## src/verilog/fdrf_regs.svh

```systemverilog
/*
 * Register offsets, field positions, reset values and timing counts
 * for the floppy rate, data port and input register bank.
 * Assumes a 100 MHz APB clock and byte offsets on a 32-bit bus.
 */
`ifndef FDRF_REGS_SVH
`define FDRF_REGS_SVH
`define FDRF_A_DATA 8'h00
`define FDRF_A_MSR 8'h04
`define FDRF_A_DIR 8'h08
`define FDRF_A_CCR 8'h0C
`define FDRF_A_DSR 8'h10
`define FDRF_A_CFG 8'h14
`define FDRF_DEPTH 5'h10
`define FDRF_CLK_NS 10
`define FDRF_GAP_NS 350
`define FDRF_GAP_CYC 6'((`FDRF_GAP_NS + `FDRF_CLK_NS - 1) / `FDRF_CLK_NS)
`define FDRF_RATE_RST 2'h2
`define FDRF_CODE_1M 2'h3
`define FDRF_CODE_500 2'h0
`define FDRF_CODE_300 2'h1
`define FDRF_K1000 10'h3E8
`define FDRF_K500 10'h1F4
`define FDRF_K300 10'h12C
`define FDRF_K250 10'h0FA
`define FDRF_K150 10'h096
`define FDRF_K125 10'h07D
`define FDRF_B_SWRST 7
`define FDRF_B_NO_PRECOMP_BIT 2
`define FDRF_B_EN 4
`define FDRF_B_LOCK 5
`define FDRF_B_NONBURST 6
`define FDRF_B_DISRD 7
`define FDRF_B_DISWR 8
`endif

```

## src/verilog/fdrf_pkg.sv

```systemverilog
/*
 * Types shared by the floppy register bank.
 * Assumes nothing beyond a SystemVerilog compiler.
 */
package fdrf_pkg;
    // Service request sequencer, one-hot
    typedef enum logic [2:0] {REQ_IDLE = 3'b001, REQ_SERVE = 3'b010, REQ_GAP = 3'b100} fdrf_req_t;
    // Phase reported by the command sequencer
    typedef enum logic [1:0] {PH_CMD = 2'h0, PH_EXEC = 2'h1, PH_RES = 2'h2} fdrf_phase_t;
    // Static register layout selection
    typedef enum logic [1:0] {MODE_AT = 2'h0, MODE_PS2 = 2'h1, MODE_M30 = 2'h2} fdrf_mode_t;
    // One byte with its valid mark
    typedef struct packed {
        logic valid;
        logic [7:0] data;
    } fdrf_byte_t;
endpackage

```

## src/verilog/fdrf_core.sv

```systemverilog
/*
 * Floppy controller host register bank: data port with 16-byte
 * execution buffer, service requests, input register and rate control.
 * Assumes an APB master on pclk, a command sequencer on the same clock,
 * and an asynchronous disk change pin.
 */
// Local design decisions: register access over APB and the register addresses.
// Operation
// - Rate code selects bit rate
// - One data port for all phases
// - Buffer only in execution phase
// - Lock keeps buffer over soft reset
// - Hard reset: buffer off, threshold zero
// - Burst request holds until done
// - Non-burst request gaps 350 ns
// - Buffer off per direction
// - DMA, interrupt and polling all work
// - Legacy layout drives only bit 7
// - Second layout: change, ones, rate, density
// - Density low for 1M/500k, else high
// - Third layout: inverted change, dma, no_precomp_bit
// - Change bit undefined while powered down
// - Soft reset spares input register
// - Config keeps soft, resets to 250k
// - Latest rate write wins
// - No-precomp bit stored, reflected, kept
// - Request flag clears after byte
// - Direction flag shows transfer way
// - Rate select survives soft reset
`timescale 1ns/1ps
`include "fdrf_regs.svh"
module fdrf_core (
    input wire logic pclk,
    input wire logic presetn,
    input wire logic psel,
    input wire logic penable,
    input wire logic pwrite,
    input wire logic [7:0] paddr,
    input wire logic [31:0] pwdata,
    output logic [31:0] prdata,
    output logic pready,
    output logic pslverr,
    input wire logic disk_change_input,
    input wire logic power_down,
    input wire logic dma_enable_bit,
    input wire logic fm_mode,
    input wire fdrf_pkg::fdrf_mode_t compat_mode,
    input wire fdrf_pkg::fdrf_phase_t seq_phase,
    input wire logic seq_dir,
    input wire fdrf_pkg::fdrf_byte_t seq_in,
    input wire logic seq_out_ready,
    output logic seq_in_ready,
    output fdrf_pkg::fdrf_byte_t seq_out,
    output logic floppy_dma_request,
    output logic floppy_service_interrupt,
    output logic host_request_flag,
    output logic transfer_direction_flag,
    output logic dir_low_released,
    output logic [1:0] rate_code,
    output logic [9:0] rate_kbps
);
    import fdrf_pkg::*;

    // Address match, shared by every strobe decode
    function automatic logic hit(input logic [7:0] a, input logic [7:0] b);
        hit = (a == b);
    endfunction

    // Bit rate in kbps for a code; FM halves the MFM rates except the 1M code, which stays 1000
    function automatic logic [9:0] kbps(input logic [1:0] c, input logic fm);
        case (c)
            `FDRF_CODE_1M: kbps = `FDRF_K1000;
            `FDRF_CODE_500: kbps = fm ? `FDRF_K250 : `FDRF_K500;
            `FDRF_CODE_300: kbps = fm ? `FDRF_K150 : `FDRF_K300;
            default: kbps = fm ? `FDRF_K125 : `FDRF_K250;
        endcase
    endfunction

    logic [7:0] mem [0:15]; // Byte buffer storage
    logic [3:0] wp; // Fill index
    logic [3:0] rp; // Drain index
    logic [4:0] cnt; // Bytes held
    logic [3:0] cfg_thr; // Buffer threshold
    logic cfg_en; // Buffer enable
    logic cfg_lock; // Keep enable over soft reset
    logic cfg_nonburst; // Gap between requests
    logic cfg_dis_rd; // No buffer on reads
    logic cfg_dis_wr; // No buffer on writes
    logic no_precomp_bit; // Stored, no effect on precompensation
    logic soft_rst; // Self-clearing soft reset pulse
    logic dchg_s1; // Pin synchroniser stage one
    logic dchg; // Synchronised disk change
    fdrf_req_t fsm; // Request sequencer
    fdrf_req_t next_fsm;
    logic [5:0] gap_cnt; // Cycles left in the gap

    // Bus strobes; one wait state
    wire acc = psel & penable & ~pready;
    wire wr = acc & pwrite;
    wire rd = acc & ~pwrite;
    wire wr_data = wr & hit(paddr, `FDRF_A_DATA);
    wire rd_data = rd & hit(paddr, `FDRF_A_DATA);
    wire wr_ccr = wr & hit(paddr, `FDRF_A_CCR);
    wire wr_dsr = wr & hit(paddr, `FDRF_A_DSR);
    wire wr_cfg = wr & hit(paddr, `FDRF_A_CFG);
    wire rd_dir = rd & hit(paddr, `FDRF_A_DIR);
    wire mapped = hit(paddr, `FDRF_A_DATA) | hit(paddr, `FDRF_A_MSR) | hit(paddr, `FDRF_A_DIR)
                  | hit(paddr, `FDRF_A_CCR) | hit(paddr, `FDRF_A_DSR) | hit(paddr, `FDRF_A_CFG);

    // Full depth only for enabled execution transfers
    wire exec = (seq_phase == PH_EXEC);
    wire dir_off = seq_dir ? cfg_dis_rd : cfg_dis_wr;
    wire buf_on = cfg_en & exec & ~dir_off;
    wire [4:0] cap = buf_on ? `FDRF_DEPTH : 5'h01;
    wire [3:0] thr_eff = buf_on ? cfg_thr : 4'h0;
    wire room = cnt < cap;
    wire held = cnt != 5'h00;

    // Fill and drain; direction picks the sides
    wire out_free = ~seq_out.valid | seq_out_ready;
    wire push = room & (seq_dir ? (seq_in.valid & seq_in_ready) : wr_data);
    wire pop = held & (seq_dir ? rd_data : out_free);
    wire [7:0] push_byte = seq_dir ? seq_in.data : pwdata[7:0];
    wire [4:0] next_cnt = cnt + {4'h0, push} - {4'h0, pop};
    wire host_ready = seq_dir ? held : room;
    wire host_xfer = seq_dir ? rd_data : wr_data;

    // Service need; threshold sets latency slack
    wire [4:0] free = cap - cnt;
    wire need = exec & (seq_dir ? (cnt > {1'b0, thr_eff}) : (free > {1'b0, thr_eff}));
    wire done = seq_dir ? ~held : ~room;

    // Register views
    wire density = rate_code[1] ^ rate_code[0];
    wire [7:0] msr_val = {host_request_flag, transfer_direction_flag, exec & ~dma_enable_bit,
                          seq_phase != PH_CMD, 4'h0};
    wire [7:0] dir_at = {dchg, 7'h00};
    wire [7:0] dir_ps2 = {dchg, 4'hF, rate_code, density};
    wire [7:0] dir_m30 = {~dchg, 3'h0, dma_enable_bit, no_precomp_bit, rate_code};
    wire [7:0] dir_val = (compat_mode == MODE_PS2) ? dir_ps2 :
                         (compat_mode == MODE_M30) ? dir_m30 : dir_at;
    wire [8:0] cfg_val = {cfg_dis_wr, cfg_dis_rd, cfg_nonburst, cfg_lock, cfg_en, cfg_thr};
    wire [7:0] data_val = held ? mem[rp] : 8'h00;
    wire [31:0] rd_mux = hit(paddr, `FDRF_A_DATA) ? {24'h0, data_val} :
                         hit(paddr, `FDRF_A_MSR) ? {24'h0, msr_val} :
                         hit(paddr, `FDRF_A_DIR) ? {24'h0, dir_val} :
                         hit(paddr, `FDRF_A_CFG) ? {23'h0, cfg_val} : 32'h0;
    // Illegal FM code leaves the rate where it was
    wire rate_ok = ~(fm_mode & (pwdata[1:0] == `FDRF_CODE_1M));

    // Request sequencer next state
    always_comb begin
        next_fsm = fsm;
        case (fsm)
            REQ_IDLE: begin
                if (need) begin
                    next_fsm = REQ_SERVE;
                end
            end
            REQ_SERVE: begin
                // Burst holds until drained or filled
                if (!exec) begin
                    next_fsm = REQ_IDLE;
                end else if (host_xfer && cfg_nonburst) begin
                    next_fsm = REQ_GAP;
                end else if (done) begin
                    next_fsm = REQ_IDLE;
                end
            end
            REQ_GAP: begin
                if (!exec) begin
                    next_fsm = REQ_IDLE;
                end else if (gap_cnt == 6'h00) begin
                    next_fsm = done ? REQ_IDLE : REQ_SERVE;
                end
            end
            default: next_fsm = REQ_IDLE;
        endcase
    end
    wire next_req = (next_fsm == REQ_SERVE) & ~soft_rst;

    // Disk change pin synchroniser; soft reset does not touch it
    always_ff @(posedge pclk or negedge presetn) begin
        if (!presetn) begin
            dchg_s1 <= 1'b0;
            dchg <= 1'b0;
        end else begin
            dchg_s1 <= disk_change_input;
            dchg <= dchg_s1; // power_down does not gate it; it keeps tracking the pin
        end
    end

    // APB answer, read data and error
    always_ff @(posedge pclk or negedge presetn) begin
        if (!presetn) begin
            pready <= 1'b0;
            prdata <= 32'h0;
            pslverr <= 1'b0;
            dir_low_released <= 1'b0;
        end else begin
            pready <= acc;
            pslverr <= acc & ~mapped;
            prdata <= rd ? rd_mux : 32'h0;
            // Bits 6..0 belong to the shared disk status in legacy mode
            dir_low_released <= rd_dir & (compat_mode == MODE_AT);
        end
    end

    // Buffer configuration; only a hard reset clears it outright
    always_ff @(posedge pclk or negedge presetn) begin
        if (!presetn) begin
            cfg_thr <= 4'h0;
            cfg_en <= 1'b0;
            cfg_lock <= 1'b0;
            cfg_nonburst <= 1'b0;
            cfg_dis_rd <= 1'b0;
            cfg_dis_wr <= 1'b0;
        end else if (soft_rst) begin
            cfg_en <= cfg_en & cfg_lock;
        end else if (wr_cfg) begin
            cfg_thr <= pwdata[3:0];
            cfg_en <= pwdata[`FDRF_B_EN];
            cfg_lock <= pwdata[`FDRF_B_LOCK];
            cfg_nonburst <= pwdata[`FDRF_B_NONBURST];
            cfg_dis_rd <= pwdata[`FDRF_B_DISRD];
            cfg_dis_wr <= pwdata[`FDRF_B_DISWR];
        end
    end

    // Rate and no-precomp; upper bits dropped
    always_ff @(posedge pclk or negedge presetn) begin
        if (!presetn) begin
            rate_code <= `FDRF_RATE_RST;
            no_precomp_bit <= 1'b0;
            soft_rst <= 1'b0;
            rate_kbps <= `FDRF_K250;
        end else begin
            soft_rst <= wr_dsr & pwdata[`FDRF_B_SWRST];
            if ((wr_ccr || wr_dsr) && rate_ok) begin
                rate_code <= pwdata[1:0];
            end
            if (wr_ccr && compat_mode == MODE_M30) begin
                no_precomp_bit <= pwdata[`FDRF_B_NO_PRECOMP_BIT];
            end
            rate_kbps <= kbps(rate_code, fm_mode);
        end
    end

    // Indices and count; soft reset empties
    always_ff @(posedge pclk or negedge presetn) begin
        if (!presetn) begin
            wp <= 4'h0;
            rp <= 4'h0;
            cnt <= 5'h00;
        end else if (soft_rst) begin
            wp <= 4'h0;
            rp <= 4'h0;
            cnt <= 5'h00;
        end else begin
            wp <= wp + {3'h0, push};
            rp <= rp + {3'h0, pop};
            cnt <= next_cnt;
        end
    end

    // Storage, no reset needed on data
    always_ff @(posedge pclk) begin
        if (push) begin
            mem[wp] <= push_byte;
        end
    end

    // Sequencer side handshakes
    always_ff @(posedge pclk or negedge presetn) begin
        if (!presetn) begin
            seq_out <= '0;
            seq_in_ready <= 1'b0;
        end else if (soft_rst) begin
            seq_out <= '0;
            seq_in_ready <= 1'b0;
        end else begin
            // Ready looks one count ahead
            seq_in_ready <= seq_dir & (next_cnt < cap);
            if (pop && !seq_dir) begin
                seq_out <= '{valid: 1'b1, data: mem[rp]};
            end else if (seq_out_ready) begin
                seq_out.valid <= 1'b0;
            end
        end
    end

    // Request flag drops after every byte
    always_ff @(posedge pclk or negedge presetn) begin
        if (!presetn) begin
            host_request_flag <= 1'b0;
            transfer_direction_flag <= 1'b0;
        end else begin
            host_request_flag <= host_ready & ~host_xfer & ~soft_rst;
            transfer_direction_flag <= seq_dir;
        end
    end

    // Service request sequencer and gap timer
    always_ff @(posedge pclk or negedge presetn) begin
        if (!presetn) begin
            fsm <= REQ_IDLE;
            gap_cnt <= 6'h00;
            floppy_dma_request <= 1'b0;
            floppy_service_interrupt <= 1'b0;
        end else begin
            fsm <= soft_rst ? REQ_IDLE : next_fsm;
            if (next_fsm == REQ_GAP && fsm != REQ_GAP) begin
                gap_cnt <= `FDRF_GAP_CYC - 6'h01;
            end else if (gap_cnt != 6'h00) begin
                gap_cnt <= gap_cnt - 6'h01;
            end
            // One request, DMA or interrupt
            floppy_dma_request <= next_req & dma_enable_bit;
            floppy_service_interrupt <= next_req & ~dma_enable_bit;
        end
    end

    wire req_any = floppy_dma_request | floppy_service_interrupt;
endmodule

```

## config.mk

```make
export PLATFORM = sky130hd
export DESIGN_NAME = fdrf_core
export DESIGN_NICKNAME = d
export VERILOG_FILES = /design/src/verilog/fdrf_pkg.sv /design/src/verilog/fdrf_core.sv
export VERILOG_INCLUDE_DIRS = /design/src /design/src/verilog
export SDC_FILE = /design/constraint.sdc
export NUM_CORES = 1
export LEC_CHECK = 0
export BUFFER_PORTS_ARGS = -buffer_cell sky130_fd_sc_hd__buf_2
export CAP_MARGIN = 20
export CORE_MARGIN = 3
export CORE_UTILIZATION = 25
export DETAILED_ROUTE_END_ITERATION = 16
export PLACE_DENSITY = 0.4
export SYNTH_ARGS = -nofsm -noshare
export SYNTH_HDL_FRONTEND = slang
export SYNTH_SLANG_ARGS = --single-unit
```

## constraint.sdc

```tcl
create_clock -name pclk -period 6 [get_ports pclk]
set_clock_uncertainty 0.2 [all_clocks]
set_input_delay 1.2 -clock pclk [delete_from_list [all_inputs] [get_ports pclk]]
set_output_delay 1.2 -clock pclk [all_outputs]
set_load 0.01 [all_outputs]
```

==> impl_metrics.yaml <==
synthesis:
  synth_edf_count: 128
  ys_types: 74
  syn_inst: 637
  netlist_area_um2: 9229
  synthFlopType: "edfxtp_1"
  synth-seq-cells: 201
  synthArstFlopShare: 0.3632
  yosysSeqAreaShare: 0.6155
  syn_area_per_cell_um2: 14.49
  ys_warn_count: 0
floorplan:
  die_w_um: 198.1
  die_height_um: 198.1
  die_area_um2: 39260
  core-area_um2: 36000
  pin_count: 125
  initial_core_util: 0.2564
  num_rows: 69
sta:
  timing.setup.tns_ns: 0
  final_hold_viol_count: 0
  fin_crit_ns: 4.712
  worstMarginPinSlew_ns: 0.9631
  rsz0062_at_grt: "false"
  setup_violations: 0
  fmax_mhz: 212.2
  period_share: 0.7853
  slew_viol_final: 0
  slew_headroom: 0.3580
global_route:
  track_usage: 0.1152
  grt_max_degree: 74
  grtUsageMet2: 0.2066
  globalRoute.busiestLayer: "met2"
  first_global_vias: 5904
  use_met1: 0.1446
  gr-total-overflow: 0
  antenna_found_initial: 0
  groute.layer.met3.usage: 0.01957
  grt_pass1_wl_um: 35250
clock_tree:
  postCtsHoldBufs: 0
  cts.sinks: 201
  cts_made_buffers: 24
  cts_resized: 0
  cts_root_buf: "clkbuf_16"
  path_clk_slew_ns: 0.06
  clock_path_buffers: 3
  cts_tree: "built"
  htreeDepth: 1
  post_cts_buffers: 0
  clk_latency_ns: 0.52
route:
  firstDrtPassIters: 5
  wl_um: 22850
  drcViolationCount: 0
  post_drt_via_cell_ratio: 4.617
  routedWlPerCell_um: 18.96
  routed-via-count: 5563
  final_antenna_net_count: 0
  dr.first_iter.drc_count: 340
min_path:
  hold_path_class: "reg -> reg"
  worstHoldPathCells: 0
job:
  maxCapViolations: 0
worst_setup_path:
  end_kind: "register"
  cp-start-kind: "input port"
  reg2reg_depth: 18
  path_class: "in -> reg"
  cp_max_fo: 23
  cp_data_arrival_time_ns: 4.91
  required_ns: 6.19
final_layout:
  drive_gt1_frac: 0.2742
  antenna_cells: 0
  fin_util: 0.3023
  nNetsFinal: 821
  area_growth_pct: 17.94
  stdcell_count: 1205
power:
  p_leak_nw: 4.118
  powerDensity_nw_per_um2: 395.0
  ir_drop_uv: 160.0
placed_design:
  place_inst: 1163
  numPortBuffers: 77
  routabilityCongestion: 0.7778
  dp_hpwl_um: 16270
run_status:
  status: "finished, final reports clean"
==> metrics by stage <==
stage	power, mW	area (µm²)	hold WS (ns)	setup slack (ns)
2_1_floorplan	2.577	9311	0.1312	1.875
3_3_place_gp	2.897	10100	0.1443	0.8202
3_5_place_dp	2.910	10100	0.1512	0.8029
4_1_cts	4.372	10880	0.1652	1.327
5_1_grt	4.545	10880	0.1738	0.9819
6_report	4.299	10880	0.1612	1.288
==> worst max-delay path, cell delays in order <==
cell and delay, ns:
buf_2 0.46, mux2i_1 0.21, and2_1 0.27, inv_4 0.13
nor2_1 0.06, o21ai_2 0.66, ha_1 0.37, inv_1 0.06
ha_1 0.15, inv_1 0.05, fa_1 0.41, o21bai_1 0.14
a21oi_1 0.10, xnor2_1 0.24, ha_1 0.19, nor2_1 0.04
nand2_1 0.10, a21oi_1 0.05
==> path summary, 6_finish.rpt <==
path	start	endpoint	slack (ns)
max in group asynchronous	presetn	rp[1]	4.28
min in group asynchronous	presetn	floppy_dma_request	0.64
worst max register to register	cnt[3]	seq_in_ready	1.87
worst min register to register	dchg_s1	dchg	0.16
worst min-delay path	dchg_s1	dchg	0.16
worst max-delay path	seq_dir	seq_in_ready	1.29
==> routing by layer <==
layer,vias to the layer above,part of all wire
met2,138,0.50
met4,0,0.021
met5,-,0
met1,2824,0.43
li1,2568,-
met3,33,0.046
==> power breakdown <==
group          internal, mW  leakage (nW)  switching [mW]
Sequential             1.57          2.08           0.145
Combinational         0.524          1.65           0.626
Clock                 0.868         0.384           0.562
Total                  2.97          4.12            1.33
==> kinds of logic (layout without fill, tap and decap cells) <==
family                     count (synthesis)  count (layout)  share of synthesized area
xor gates and xnor gates                  17              17                    0.01613
AOI/OAI and AO/OA                        110             110                    0.08826
muxes                                     51              51                     0.1010
buffers and inverters                     71             156                    0.04379
adders and majority gates                 29              29                    0.04013
and+or+nand+nor                          157             157                    0.09477
DFF                                      201             201                     0.6155
other                                      1              23                  0.0004063
==> cells in the final DEF (no fill, tap or decap), types with 8 or more instances in the layout <==
cell type | synthesis | layout
edfxtp_1 | 128 | 128
buf_2 | 5 | 76
dfrtp_1 | 65 | 63
nand2_1 | 33 | 33
mux4_2 | 32 | 32
nor2_1 | 30 | 30
ha_1 | 28 | 28
a21oi_1 | 26 | 26
clkbuf_16 | 0 | 25
conb_1 | 1 | 23
inv_1 | 21 | 21
nor2b_1 | 17 | 17
buf_4 | 26 | 15
xnor2_1 | 13 | 13
nor3_1 | 17 | 13
a22oi_1 | 13 | 13
nand2b_1 | 11 | 11
mux2_2 | 11 | 11
o21ai_0 | 9 | 9
nand3_1 | 9 | 9
a22o_1 | 8 | 8
dfstp_2 | 8 | 8
==> cell type report <==
cell class / count / area [µm²]
clock buffers: 31 / 668.1
well taps: 461 / 576.8
inverters: 23 / 88.84
fillers: 3588 / 25120
clock inverters: 11 / 115.1
multi-input cells: 387 / 3259
flip-flops and latches: 201 / 5683
repair buffers: 91 / 493.0
==> registers in the layout, indices dropped and copies added, names as in the netlist, 2 cells and up <==
register   flops
mem          128
rp             4
gap_cnt        6
rate_kbps     10
cnt            5
seq_out        9
rate_code      2
fsm            3
cfg_thr        4
wp             4
prdata         9
==> synth_stat cells, types with 11 or more instances <==
cell | count | area, µm²
mux4_2 | 32 | 720.7
edfxtp_1 | 128 | 3844
ha_1 | 28 | 350.3
xnor2_1 | 13 | 113.9
nand2_1 | 33 | 123.9
clkbuf_1 | 11 | 41.29
inv_1 | 21 | 78.83
nor2_1 | 30 | 112.6
dfrtp_1 | 65 | 1627
buf_4 | 26 | 195.2
nand2b_1 | 11 | 68.82
a21oi_1 | 26 | 130.1
mux2_2 | 11 | 123.9
nor3_1 | 17 | 85.08
a22oi_1 | 13 | 97.59
nor2b_1 | 17 | 106.4
Note: power is estimated with default switching activity, not from simulation.
